[src/core/dio_port_pkg.sv]
// Register map and field layout of the eight-line digital port
package dio_port_pkg;
    localparam int          ADDR_W          = 8;
    localparam int          DATA_W          = 32;
    localparam int          LINE_W          = 8;
    localparam int          HALF_W          = 4;
    // Byte addresses
    localparam logic [7:0]  OFF_LINE_DATA   = 8'h1C;
    localparam logic [7:0]  OFF_PORT_CTRL   = 8'h20;
    // Port control fields
    localparam int          CTRL_A_EN_BIT   = 0;
    localparam int          CTRL_B_EN_BIT   = 1;
    localparam logic [1:0]  CTRL_RESET      = 2'h0;
    localparam logic [15:0] PATTERN_RESET   = 16'h0000;
    localparam int          PORT_A_LSB      = 0;
    localparam int          PORT_B_LSB      = 4;
    localparam logic [1:0]  RESP_OKAY       = 2'h0;
    localparam logic [1:0]  RESP_SLVERR     = 2'h2;
endpackage : dio_port_pkg

[src/core/line_sync.sv]
// Two-flop synchroniser for the connector lines
`timescale 1ns/1ps
module line_sync #(
    parameter int WIDTH = 8
) (
    input  wire logic             clk_sys,
    input  wire logic             rst_n,
    input  wire logic [WIDTH-1:0] lines_async,
    output logic      [WIDTH-1:0] lines_sync
);
    logic [WIDTH-1:0] meta_r;
    always_ff @(posedge clk_sys or negedge rst_n) begin
        if (!rst_n) begin
            meta_r     <= '0;
            lines_sync <= '0;
        end else begin
            meta_r     <= lines_async;
            lines_sync <= meta_r;
        end
    end
endmodule : line_sync

[src/core/eight_line_digital_io_port.sv]
// Eight-line digital port with AXI4-Lite register access
//
// Overview of operation
// - Reading the input register returns the live pin levels, not the stored pattern.
// - Input bits 7-4 are port B lines, 3-0 port A, 15-8 meaningless.
// - Write at the input offset loads write-only pattern; reads stay pin levels.
// - One shared pattern register feeds both four-line ports when enabled.
// - Pattern bits 7-4 drive port B only while port B enable is set.
// - Pattern bits 3-0 drive port A only while port A enable is set.
// - Writing zero to the control register leaves both ports as inputs.
//
// Chosen here: register access over AXI4-Lite.
`timescale 1ns/1ps
module eight_line_digital_io_port
    import dio_port_pkg::*;
(
    input  wire logic              clk_sys,
    input  wire logic              rstn,
    // AXI4-Lite slave
    input  wire logic [ADDR_W-1:0] s_axi_awaddr,
    input  wire logic              s_axi_awvalid,
    output logic                   s_axi_awready,
    input  wire logic [DATA_W-1:0] s_axi_wdata,
    input  wire logic [3:0]        s_axi_wstrb,
    input  wire logic              s_axi_wvalid,
    output logic                   s_axi_wready,
    output logic [1:0]             s_axi_bresp,
    output logic                   s_axi_bvalid,
    input  wire logic              s_axi_bready,
    input  wire logic [ADDR_W-1:0] s_axi_araddr,
    input  wire logic              s_axi_arvalid,
    output logic                   s_axi_arready,
    output logic [DATA_W-1:0]      s_axi_rdata,
    output logic [1:0]             s_axi_rresp,
    output logic                   s_axi_rvalid,
    input  wire logic              s_axi_rready,
    // Connector lines
    input  wire logic [HALF_W-1:0] port_a_lines,
    output logic      [HALF_W-1:0] port_a_lines_drv,
    output logic      [HALF_W-1:0] port_a_lines_oe_n,
    input  wire logic [HALF_W-1:0] port_b_lines,
    output logic      [HALF_W-1:0] port_b_lines_drv,
    output logic      [HALF_W-1:0] port_b_lines_oe_n
);
    // ****************************************
    // Reset release
    // ****************************************
    logic rst_meta_r;
    logic rst_n_r;
    always_ff @(posedge clk_sys or negedge rstn) begin
        if (!rstn) begin
            rst_meta_r <= 1'b0;
            rst_n_r    <= 1'b0;
        end else begin
            rst_meta_r <= 1'b1;
            rst_n_r    <= rst_meta_r;
        end
    end

    // ****************************************
    // Pin sampling
    // ****************************************
    logic [LINE_W-1:0] pins_sync;
    line_sync #(.WIDTH(LINE_W)) u_sync (
        .clk_sys     (clk_sys),
        .rst_n       (rst_n_r),
        .lines_async ({port_b_lines, port_a_lines}),
        .lines_sync  (pins_sync)
    );

    // ****************************************
    // Register decode
    // ****************************************
    // Word select: bit 0 line word, bit 1 port control, none if unmapped
    function automatic logic [1:0] reg_select(input logic [ADDR_W-1:0] addr);
        logic [ADDR_W-1:0] aligned;
        aligned = {addr[ADDR_W-1:2], 2'b00};
        if (aligned == OFF_LINE_DATA) begin
            reg_select = 2'h1;
        end else if (aligned == OFF_PORT_CTRL) begin
            reg_select = 2'h2;
        end else begin
            reg_select = 2'h0;
        end
    endfunction : reg_select

    // ****************************************
    // Write channel
    // ****************************************
    logic [ADDR_W-1:0] awaddr_r;
    logic              aw_held_r;
    logic [DATA_W-1:0] wdata_r;
    logic [3:0]        wstrb_r;
    logic              w_held_r;
    logic              bvalid_r;
    logic [1:0]        bresp_r;
    logic [15:0]       pattern_r;
    logic [1:0]        ctrl_r;

    wire       aw_take   = s_axi_awvalid && s_axi_awready;
    wire       w_take    = s_axi_wvalid && s_axi_wready;
    wire       wr_go     = aw_held_r && w_held_r && !bvalid_r;
    wire [1:0] wr_sel    = reg_select(awaddr_r);
    wire       wr_pat    = wr_go && wr_sel[0];
    wire       wr_ctrl   = wr_go && wr_sel[1];
    wire       wr_mapped = wr_pat || wr_ctrl;

    assign s_axi_awready = !aw_held_r && !bvalid_r;
    assign s_axi_wready  = !w_held_r && !bvalid_r;
    assign s_axi_bvalid  = bvalid_r;
    assign s_axi_bresp   = bresp_r;

    // Address held until the pair commits
    always_ff @(posedge clk_sys or negedge rst_n_r) begin
        if (!rst_n_r) begin
            awaddr_r  <= '0;
            aw_held_r <= 1'b0;
        end else if (aw_take) begin
            awaddr_r  <= {s_axi_awaddr[ADDR_W-1:2], 2'b00};
            aw_held_r <= 1'b1;
        end else if (wr_go) begin
            aw_held_r <= 1'b0;
        end
    end

    // Data held until the pair commits
    always_ff @(posedge clk_sys or negedge rst_n_r) begin
        if (!rst_n_r) begin
            wdata_r  <= '0;
            wstrb_r  <= '0;
            w_held_r <= 1'b0;
        end else if (w_take) begin
            wdata_r  <= s_axi_wdata;
            wstrb_r  <= s_axi_wstrb;
            w_held_r <= 1'b1;
        end else if (wr_go) begin
            w_held_r <= 1'b0;
        end
    end

    // One response per committed write
    always_ff @(posedge clk_sys or negedge rst_n_r) begin
        if (!rst_n_r) begin
            bvalid_r <= 1'b0;
            bresp_r  <= RESP_OKAY;
        end else if (wr_go) begin
            bvalid_r <= 1'b1;
            bresp_r  <= wr_mapped ? RESP_OKAY : RESP_SLVERR;
        end else if (bvalid_r && s_axi_bready) begin
            bvalid_r <= 1'b0;
        end
    end

    // ****************************************
    // Pattern and port control registers
    // ****************************************
    // Upper byte stored as written; software keeps it zero
    always_ff @(posedge clk_sys or negedge rst_n_r) begin
        if (!rst_n_r) begin
            pattern_r <= PATTERN_RESET;
        end else begin
            if (wr_pat && wstrb_r[0]) begin
                pattern_r[7:0] <= wdata_r[7:0];
            end
            if (wr_pat && wstrb_r[1]) begin
                pattern_r[15:8] <= wdata_r[15:8];
            end
        end
    end

    // Enables start cleared so no line is driven before software asks
    always_ff @(posedge clk_sys or negedge rst_n_r) begin
        if (!rst_n_r) begin
            ctrl_r <= CTRL_RESET;
        end else if (wr_ctrl && wstrb_r[0]) begin
            ctrl_r <= wdata_r[1:0];
        end
    end

    // ****************************************
    // Line drivers
    // ****************************************
    wire en_a = ctrl_r[CTRL_A_EN_BIT];
    wire en_b = ctrl_r[CTRL_B_EN_BIT];
    // Pattern always presented; the enable alone decides what reaches a line
    assign port_a_lines_drv  = pattern_r[PORT_A_LSB +: HALF_W];
    assign port_b_lines_drv  = pattern_r[PORT_B_LSB +: HALF_W];
    assign port_a_lines_oe_n = {HALF_W{~en_a}};
    assign port_b_lines_oe_n = {HALF_W{~en_b}};

    // ****************************************
    // Read channel
    // ****************************************
    logic              rvalid_r;
    logic [DATA_W-1:0] rdata_r;
    logic [1:0]        rresp_r;

    wire [1:0]        rd_sel  = reg_select(s_axi_araddr);
    wire              rd_line = rd_sel[0];
    wire              rd_ctrl = rd_sel[1];
    // Pin levels come through the synchroniser, never from the pattern
    wire [DATA_W-1:0] rd_word = rd_line ? {24'h0, pins_sync} :
                                rd_ctrl ? {30'h0, ctrl_r} : 32'h0;

    assign s_axi_arready = !rvalid_r;
    assign s_axi_rvalid  = rvalid_r;
    assign s_axi_rdata   = rdata_r;
    assign s_axi_rresp   = rresp_r;

    always_ff @(posedge clk_sys or negedge rst_n_r) begin
        if (!rst_n_r) begin
            rvalid_r <= 1'b0;
            rdata_r  <= '0;
            rresp_r  <= RESP_OKAY;
        end else if (s_axi_arvalid && !rvalid_r) begin
            rvalid_r <= 1'b1;
            rdata_r  <= rd_word;
            rresp_r  <= (rd_line || rd_ctrl) ? RESP_OKAY : RESP_SLVERR;
        end else if (rvalid_r && s_axi_rready) begin
            rvalid_r <= 1'b0;
        end
    end
endmodule : eight_line_digital_io_port

[config.mk]
export PLATFORM = sky130hd
export DESIGN_NAME = eight_line_digital_io_port
export DESIGN_NICKNAME = d
export VERILOG_FILES = /design/src/core/dio_port_pkg.sv /design/src/core/line_sync.sv /design/src/core/eight_line_digital_io_port.sv
export SDC_FILE = /design/constraint.sdc
export NUM_CORES = 1
export LEC_CHECK = 0
export ABC_AREA = 0
export CORE_ASPECT_RATIO = 0.5
export CORE_MARGIN = 2
export CORE_UTILIZATION = 55
export CTS_CLUSTER_SIZE = 28
export DETAILED_ROUTE_END_ITERATION = 12
export DONT_BUFFER_PORTS = 1
export GPL_TIMING_DRIVEN = 0
export PLACE_DENSITY = 0.79
export SETUP_SLACK_MARGIN = 0.3
export SYNTH_ARGS = -nofsm -noshare
export SYNTH_HDL_FRONTEND = slang
export SYNTH_HIERARCHICAL = 1
export SYNTH_SLANG_ARGS = --single-unit
[constraint.sdc]
create_clock -name clk_sys -period 2.3 [get_ports clk_sys]
set_input_delay 0.23 -clock clk_sys [delete_from_list [all_inputs] [get_ports clk_sys]]
set_output_delay 0.23 -clock clk_sys [all_outputs]
set_load 0.05 [all_outputs]
==> results of run 1 <==
## per-layer routing
metal	routed length, um	global-route usage	vias up
met5	0	0	-
met4	21	0.100	0
met3	400	0.0856	2
met2	2050	0.304	58
met1	1530	0.214	662
li1	-	-	636
## cell usage after synthesis, drive strengths merged
cell type  count  area, um2
o21a           1       7.51
o21ai          9       45.0
and2           2       12.5
buf           32        240
o211ai         2       15.0
nor3           1       16.3
nor2           3       11.3
nand2         19       71.3
nand4          3       18.8
conb           2       7.51
nand2b         1       6.26
nor2b          4       25.0
a31o           1       8.76
inv            4       15.0
or2            1       6.26
nand4b         2       17.5
nand3b         1       7.51
or3            1       11.3
a21o           1       7.51
dfrtp         57       1430
clkbuf         4       15.0
nor4b          1       8.76
a21oi          1       5.00
mux2          25        289
or4b           1       13.8
## worst paths after layout
| check | end |
|---|---|
| setup / recovery | awaddr_r[5] |
| hold / removal | wstrb_r[0] |
| setup reg to reg | awaddr_r[5] |
| hold reg to reg | u_sync/lines_sync[7] |
| max in group asynchronous | u_sync/meta_r[2] |
| min in group asynchronous | rst_meta_r |
## critical path: stages, from the launching register on
cell                       delay [ns]
sky130_fd_sc_hd__dfrtp_2         0.55
sky130_fd_sc_hd__nor2_4          0.34
sky130_fd_sc_hd__and2_1          0.18
sky130_fd_sc_hd__clkbuf_1        0.32
sky130_fd_sc_hd__mux2_2          0.38
## final cells by class
class	count	area, um2	area share
Buffer	36	255	0.0917
Clock buffer	13	159	0.0571
Clock inverter	3	15.0	0.00539
Inverter	4	15.0	0.00539
Multi-Input combinational cell	107	713	0.256
Sequential cell	57	1430	0.513
Tap cell	54	67.6	0.0243
Timing Repair Buffer	12	130	0.0467
## registers in the layout, indices dropped and copies added, names as in the netlist
name and cells:
s_axi_rresp 1, aw_held_r 1, s_axi_rvalid 1, wstrb_r 1
s_axi_rdata 8, s_axi_bvalid 1, rst_meta_r 1, w_held_r 1
pattern_r 8, u_sync/lines_sync 8, s_axi_bresp 1, rst_n_r 1
u_sync/meta_r 8, awaddr_r 6, wdata_r 8, ctrl_r 2
## power by group
group	switching [mW]	internal [mW]
Clock	0.356	0.444
Sequential	0.405	1.24
Combinational	0.539	0.347
Total	1.30	2.03
## kinds of logic after synthesis
family | Yosys count | synth area share
mux | 25 | 0.125
other cells | 2 | 0.00325
simple gates | 40 | 0.0981
flops | 57 | 0.618
compound gates | 15 | 0.0385
buf+inv | 40 | 0.117
## repair_timing
action	CTS	global route
resized for setup	1	0
endpoints found under the hold margin	12	0
setup buffers	0	0
endpoints found under the setup margin	16	0
hold buffers	11	0
==> impl_metrics.json, run 1 <==
{
  "cts_buffers": 9,
  "instances_no_fill": 286,
  "groute.usage.overall": 0.190,
  "chipHeight_um": 49.8,
  "final.hold.worst_slack_ns": 0.0518,
  "number_of_antenna_violations_at_the_first_check_in_global_routing": 0,
  "vdd_drop_max_mv": 0.747,
  "power.static_leakage_nw": 1.34,
  "totalWireLength_um": 4000,
  "mostFrequentLayoutCells": "55 x sky130_fd_sc_hd__dfrtp_1, 32 x sky130_fd_sc_hd__buf_4, 27 x sky130_fd_sc_hd__conb_1",
  "critical_path_fanout_max": 7,
  "min_period_over_period": 0.821,
  "hold_viol_final": 0,
  "placement.cell_area_um2": 2500,
  "drtPass1Iterations": 4,
  "worstSetupEndpointType": "flip-flop",
  "clock-root-buffer": "sky130_fd_sc_hd__clkbuf_8",
  "total_power_mw": 3.33,
  "critPathLaunchType": "flip-flop",
  "flow.area_growth_from_synthesis_pct": 20.6,
  "min-delay-start": "s_axi_wstrb[0]",
  "hold_class": "in2reg",
  "criticalPathCategory": "reg2reg",
  "fmaxAchievable_mhz": 530,
  "fin_crit_ns": 1.89,
  "antenna_violating_nets_post_route": 0,
  "crit-reg2reg-launch": "s_axi_bvalid",
  "nFillCells": 295,
  "data_arrival_time_of_the_critical_path_ns": 2.09,
  "detailedPlacementHpwl_um": 2890,
  "gp_routability_congestion": 0.727,
  "grt_first_pass_wirelength_um": 6440,
  "final.setup.tns_ns": 0,
  "worst_r2r_path_depth": 4,
  "ys_warn_count": 6,
  "worst_clock_skew_ns": 0.00859,
  "ys_seq_elements": 57,
  "grt_overflow": 0,
  "drv_slew": 0,
  "placeableCoreArea_um2": 3960,
  "cts_tree": "built",
  "hold_depth": 1,
  "worst_slew_margin_rel": 0.410,
  "drt_iter0_drc": 31,
  "maxCapViolCount": 0,
  "h-tree-depth": 3,
  "fin_util": 0.702,
  "routed_via_density": 4.75,
  "floorplan.initialDensity": 0.582,
  "core.rowCount": 16,
  "post-place-cells": 259,
  "status": "completed",
  "cellPowerDensity_nw_per_um2": 1200,
  "final_design_area_no_fill_um2": 2780,
  "grt_pass1_vias": 1316,
  "setup.worst_path.start": "s_axi_bvalid",
  "placement.setup.worst_slack_ns": 0.274,
  "numClockSinks": 57,
  "post-route-drc-count": 0,
  "insertedDiodeCount": 0,
  "clock_path_buffers": 2,
  "grt_max_degree": 30,
  "worstMarginPinSlew_ns": 0.881,
  "top_level_ports": 124,
  "syn-instance-count": 179,
  "post_drt_wl_per_cell_um": 14.0,
  "vias_after_detailed_routing": 1358,
  "final-setup-viol-count": 0,
  "grt_setup_unrepaired": "false",
  "clk_latency_ns": 0.33,
  "final_nets": 294,
  "drive_gt1_frac": 0.345,
  "syn_avg_cell_area_um2": 12.9,
  "buffer_ports.inserted": 0,
  "layout.cells.most_common": "sky130_fd_sc_hd__dfrtp_1",
  "clk_transition_reported_paths_ns": 0.06,
  "fp.dieW_um": 95.6,
  "synth_cell_type_count": 26,
  "seq_area_frac_synth": 0.618,
  "timing.critical_path.required_ns": 2.51,
  "timing.final.ws_setup_ns": 0.412,
  "synth.cell_area_um2": 2310,
  "design.die.area_um2": 4760,
  "worst-r2r-setup-slack_ns": 0.41
}
No activity file was read; power rests on OpenSTA's default activity.
==> run 2, diff against run 1 <==
--- a/config.mk
+++ b/config.mk
@@ -13,7 +13,7 @@
 export DETAILED_ROUTE_END_ITERATION = 12
 export DONT_BUFFER_PORTS = 1
 export GPL_TIMING_DRIVEN = 0
-export PLACE_DENSITY = 0.79
+export PLACE_DENSITY = 0.82
 export SETUP_SLACK_MARGIN = 0.3
 export SYNTH_ARGS = -nofsm -noshare
 export SYNTH_HDL_FRONTEND = slang
==> constraint.sdc (replaced) <==
create_clock -name clk_sys -period 1.7 [get_ports clk_sys]
set_input_delay 0.17 -clock clk_sys [delete_from_list [all_inputs] [get_ports clk_sys]]
set_output_delay 0.17 -clock clk_sys [all_outputs]
set_load 0.05 [all_outputs]
==> impl_metrics.json, run 2 (synthesized netlist as in run 1, its figures left out) <==
{
  "final_design_area_no_fill_um2": 3270,
  "placement.cell_area_um2": 2570,
  "grt_max_degree": 56,
  "insertedDiodeCount": 0,
  "cellPowerDensity_nw_per_um2": 1660,
  "worst_slew_margin_rel": 0.550,
  "number_of_antenna_violations_at_the_first_check_in_global_routing": 0,
  "worstMarginPinSlew_ns": 0.675,
  "fin_crit_ns": 1.76,
  "cts_tree": "built",
  "critPathLaunchType": "flip-flop",
  "final-setup-viol-count": 12,
  "post-route-drc-count": 0,
  "critical_path_fanout_max": 7,
  "wl_met1_um": 1830,
  "detailedPlacementHpwl_um": 2880,
  "min_period_over_period": 1.04,
  "core.rowCount": 16,
  "drive_gt1_frac": 0.404,
  "fmaxAchievable_mhz": 567,
  "cts_buffers": 9,
  "hold_class": "in2async",
  "timing.critical_path.required_ns": 1.92,
  "power.static_leakage_nw": 1.58,
  "clock-root-buffer": "sky130_fd_sc_hd__clkbuf_8",
  "grt_overflow": 0,
  "grt_pass1_vias": 1528,
  "worstSetupEndpointType": "flip-flop",
  "h-tree-depth": 3,
  "fp.dieW_um": 95.6,
  "nFillCells": 205,
  "clk_transition_reported_paths_ns": 0.07,
  "layout.cells.most_common": "sky130_fd_sc_hd__dfrtp_1",
  "final_nets": 317,
  "data_arrival_time_of_the_critical_path_ns": 1.99,
  "fin_util": 0.824,
  "top_level_ports": 124,
  "drtPass1Iterations": 4,
  "post_drt_wl_per_cell_um": 16.8,
  "hold_viol_final": 0,
  "floorplan.initialDensity": 0.582,
  "grt_first_pass_wirelength_um": 7960,
  "post-place-cells": 258,
  "clk_latency_ns": 0.33,
  "top_signal_layer_used": "met4",
  "timing.final.ws_setup_ns": -0.0642,
  "failed_checks": "negative setup slack",
  "final.setup.tns_ns": -0.311,
  "vias_after_detailed_routing": 1483,
  "mostFrequentLayoutCells": "54 x sky130_fd_sc_hd__dfrtp_1, 34 x sky130_fd_sc_hd__buf_4, 27 x sky130_fd_sc_hd__conb_1",
  "groute.usage.overall": 0.238,
  "flow.area_growth_from_synthesis_pct": 41.5,
  "numClockSinks": 57,
  "clock_path_buffers": 2,
  "gp_routability_congestion": 0.721,
  "design.die.area_um2": 4760,
  "vdd_drop_max_mv": 1.22,
  "dr_wl_met2_um": 2760,
  "chipHeight_um": 49.8,
  "maxCapViolCount": 0,
  "totalWireLength_um": 5190,
  "placeableCoreArea_um2": 3960,
  "drt_iter0_drc": 45,
  "criticalPathCategory": "reg2reg",
  "antenna_violating_nets_post_route": 0,
  "drv_slew": 0,
  "worst_clock_skew_ns": 0.0141,
  "route.met3.wl_um": 458,
  "buffer_ports.inserted": 0,
  "routed_via_density": 4.80,
  "grt_setup_unrepaired": "true",
  "status": "finished with violations",
  "instances_no_fill": 309
}
## run 2: cell types whose count changed in the layout (fill, tap and decap cells not counted), sizes merged
cell         previous run  this run
clkinvlp                0         3
dlygate4sd3            11        26
clkbuf                 17        12
inv                     4         1
bufinv                  0         2
buf                    33        44
## run 2: worst max-delay path: stages (launching register included)
cell	delay (ns)
sky130_fd_sc_hd__dfrtp_4	0.60
sky130_fd_sc_hd__nand4b_1	0.33
sky130_fd_sc_hd__or3_4	0.42
sky130_fd_sc_hd__mux2_4	0.31
## run 2: layout make-up
type / instances / area, um2 / area share
tap: 54 / 67.6 / 0.0207
timing repair buffer: 35 / 344 / 0.105
clock buffer: 11 / 141 / 0.0433
inverter: 4 / 26.3 / 0.00805
clock inverter: 5 / 78.8 / 0.0241
buffer: 36 / 338 / 0.103
multi-input combinational: 107 / 835 / 0.256
sequential: 57 / 1440 / 0.439
## run 2: per-layer routing
layer | global-route usage | vias up
met5 | 0 | -
met4 | 0.126 | 0
met3 | 0.0841 | 14
met2 | 0.423 | 72
met1 | 0.248 | 716
li1 | - | 681
## run 2: path summary, 6_finish.rpt
check / start / depth (start not counted) / to / slack (ns)
worst min-delay path: rstn / 1 / rst_n_r / 0.07
min in group clk_sys: s_axi_araddr[3] / 3 / s_axi_rdata[1] / 0.12
worst max register to register: s_axi_bvalid / 3 / ctrl_r[1] / -0.06
max in group asynchronous: rst_n_r / 0 / s_axi_bvalid / 0.80
worst max-delay path: s_axi_bvalid / 3 / ctrl_r[1] / -0.06
worst min register to register: rst_meta_r / 0 / rst_n_r / 0.34
## run 2: power by group
group | total, mW | switching (mW) | leakage [nW] | internal, mW
clock | 1.38 | 0.520 | 0.113 | 0.863
sequential | 2.32 | 0.630 | 0.704 | 1.69
combinational | 1.71 | 0.849 | 0.761 | 0.864
## run 2: timing repair
item / in CTS / in global routing
hold buffers: 26 / 0
endpoints found under the setup margin: 39 / 42
buffers inserted: 5 / 3
endpoints found under the hold margin: 27 / 0
gates cloned: 0 / 1
gates resized for setup: 28 / 12
pin swaps: 3 / 1
## run 2: per-stage QoR
stage	power, mW	setup slack, ns	hold WS (ns)
final	5.41	-0.0642	0.0682
after global routing	5.65	-0.0922	0.0759
after CTS	5.27	-0.0479	0.0581
after detailed placement	3.61	-0.139	-0.126
after global placement	3.56	-0.0876	-0.126
after floorplan	3.44	0.0407	-0.126
==> run 3, diff against run 2 <==
--- a/config.mk
+++ b/config.mk
@@ -12,7 +12,7 @@
 export CTS_CLUSTER_SIZE = 28
 export DETAILED_ROUTE_END_ITERATION = 12
 export DONT_BUFFER_PORTS = 1
-export GPL_TIMING_DRIVEN = 0
+export GPL_TIMING_DRIVEN = 1
 export PLACE_DENSITY = 0.82
 export SETUP_SLACK_MARGIN = 0.3
 export SYNTH_ARGS = -nofsm -noshare
==> impl_metrics.json, run 3 (synthesized netlist as in run 1, its figures left out) <==
{
  "status": "finished with violations",
  "failed_checks": "negative setup slack",
  "fin_crit_ns": 1.71,
  "grt_max_degree": 34,
  "grt_first_pass_wirelength_um": 8020,
  "clock_path_buffers": 2,
  "clk_network_pwr_share": 0.274,
  "final.hold.worst_slack_ns": 0.0694,
  "cp_cell_sequence": "or4b_4 -> or3_4 -> mux2_4",
  "vias_after_detailed_routing": 1444,
  "nFillCells": 202,
  "antenna_violating_nets_post_route": 0,
  "final_nets": 292,
  "top_level_ports": 124,
  "design.die.area_um2": 4760,
  "fp.dieW_um": 95.6,
  "cts_tree": "built",
  "final-setup-viol-count": 2,
  "groute.usage.overall": 0.234,
  "cellPowerDensity_nw_per_um2": 1820,
  "maxCapViolCount": 0,
  "drt_iter0_drc": 52,
  "post-route-drc-count": 0,
  "hold_viol_final": 0,
  "share_of_total_power_in_sequential_cells": 0.401,
  "criticalPathCategory": "reg2reg",
  "power.static_leakage_nw": 1.45,
  "timing.final.ws_setup_ns": -0.0109,
  "timing.critical_path.required_ns": 1.91,
  "critical_path_fanout_max": 2,
  "fmaxAchievable_mhz": 584,
  "flow.area_growth_from_synthesis_pct": 33.2,
  "cpPeakStageDelay_ns": 0.54,
  "area.sequential_um2": 1430,
  "gp_routability_congestion": 0.725,
  "worst_clock_skew_ns": 0.00702,
  "clock-root-buffer": "sky130_fd_sc_hd__clkbuf_8",
  "combinationalPowerShare": 0.325,
  "worst-r2r-setup-slack_ns": -0.01,
  "placeableCoreArea_um2": 3960,
  "floorplan.initialDensity": 0.582,
  "insertedDiodeCount": 0,
  "h-tree-depth": 3,
  "buffer_ports.inserted": 0,
  "worst_path_max_delay_cell": "sky130_fd_sc_hd__or4b_4",
  "drv_slew": 0,
  "min_period_over_period": 1.01,
  "detailedPlacementHpwl_um": 2820,
  "switching_power_mw": 2.10,
  "worstMarginPinSlew_ns": 0.521,
  "core.rowCount": 16,
  "grt_overflow": 0,
  "routed_via_density": 5.08,
  "final.setup.tns_ns": -0.0215,
  "clk_latency_ns": 0.33,
  "grt_pass1_vias": 1550,
  "post_drt_wl_per_cell_um": 18.7,
  "chipHeight_um": 49.8,
  "totalWireLength_um": 5310,
  "drive_gt1_frac": 0.326,
  "netSwitchingFraction": 0.374,
  "vdd_drop_max_mv": 1.69,
  "layout.cells.most_common": "sky130_fd_sc_hd__dfrtp_1",
  "critPathLaunchType": "flip-flop",
  "mostFrequentLayoutCells": "54 x sky130_fd_sc_hd__dfrtp_1, 27 x sky130_fd_sc_hd__conb_1, 26 x sky130_fd_sc_hd__dlygate4sd3_1",
  "number_of_antenna_violations_at_the_first_check_in_global_routing": 0,
  "worst_slew_margin_rel": 0.653,
  "p_int_mw": 3.51,
  "drtPass1Iterations": 4,
  "cts_buffers": 9,
  "grt_setup_unrepaired": "true",
  "multi_input_comb_area_um2": 825,
  "placement.setup.worst_slack_ns": 0.00463,
  "data_arrival_time_of_the_critical_path_ns": 1.93,
  "clk_transition_reported_paths_ns": 0.07,
  "worstSetupEndpointType": "flip-flop",
  "hold_class": "in2async",
  "numClockSinks": 57
}
-- run 3: cell types whose count changed in the layout (fill, tap and decap cells not counted), moves of 4 or more --
cell / before / now
sky130_fd_sc_hd__buf_8: 7 / 0
sky130_fd_sc_hd__buf_6: 1 / 6
sky130_fd_sc_hd__buf_4: 34 / 9
sky130_fd_sc_hd__buf_12: 1 / 5
-- run 3: path summary, 6_finish.rpt --
path / start / endpoint / cells after the start
setup / recovery: awaddr_r[3] / ctrl_r[1] / 3
hold / removal: rstn / rst_n_r / 1
setup reg to reg: awaddr_r[3] / ctrl_r[1] / 3
hold reg to reg: rst_n_r / u_sync/meta_r[3] / 0
max in group asynchronous: rst_n_r / s_axi_bvalid / 1
min in group clk_sys: s_axi_araddr[3] / s_axi_rdata[1] / 3
-- run 3: area by class of cell --
cell class              instances  area share
clock buffers                  10      0.0415
multi-input cells             107       0.268
well taps                      54      0.0220
repair buffers                 46       0.161
inverters                       4     0.00488
flip-flops and latches         57       0.465
clock inverters                 6      0.0374
-- run 3: worst max-delay path, delay by kind of cell (launching register included) --
family	cells	cell delay [ns]
flip-flops	1	0.38
multiplexers	1	0.30
AND/OR/NAND/NOR	2	0.91
-- run 3: routing by layer --
metal / up-vias / global-route usage / wire length, um
li1: 627 / - / -
met1: 722 / 0.260 / 1970
met2: 82 / 0.403 / 2730
met3: 13 / 0.0902 / 497
met4: 0 / 0.0976 / 115
met5: - / 0 / 0
-- run 3: metrics by stage --
stage | cells | util | cell area, um2 | total power, mW
2_1_floorplan | 204 | - | 2500 | 3.44
3_3_place_gp | 236 | 0.617 | 2450 | 3.60
3_5_place_dp | 236 | 0.617 | 2450 | 3.67
4_1_cts | 280 | 0.763 | 3020 | 5.41
5_1_grt | 284 | 0.776 | 3080 | 5.79
6_report | 284 | 0.776 | 3080 | 5.61
-- run 3: power groups by stage --
stage	sequential (mW)	combinational, mW	clock, mW
finish	2.25	1.82	1.54
global route	2.27	1.91	1.61
CTS	2.20	1.68	1.54
detailed placement	2.21	1.46	0
global placement	2.18	1.42	0
floorplan	2.19	1.25	0
-- run 3: what timing repair did --
action,in CTS,in global routing
gates cloned,1,0
gates resized for setup,17,5
hold endpoints to repair,26,1
endpoints found under the setup margin,20,23
hold buffers,25,1
buffers inserted,2,3
pin swaps,1,2
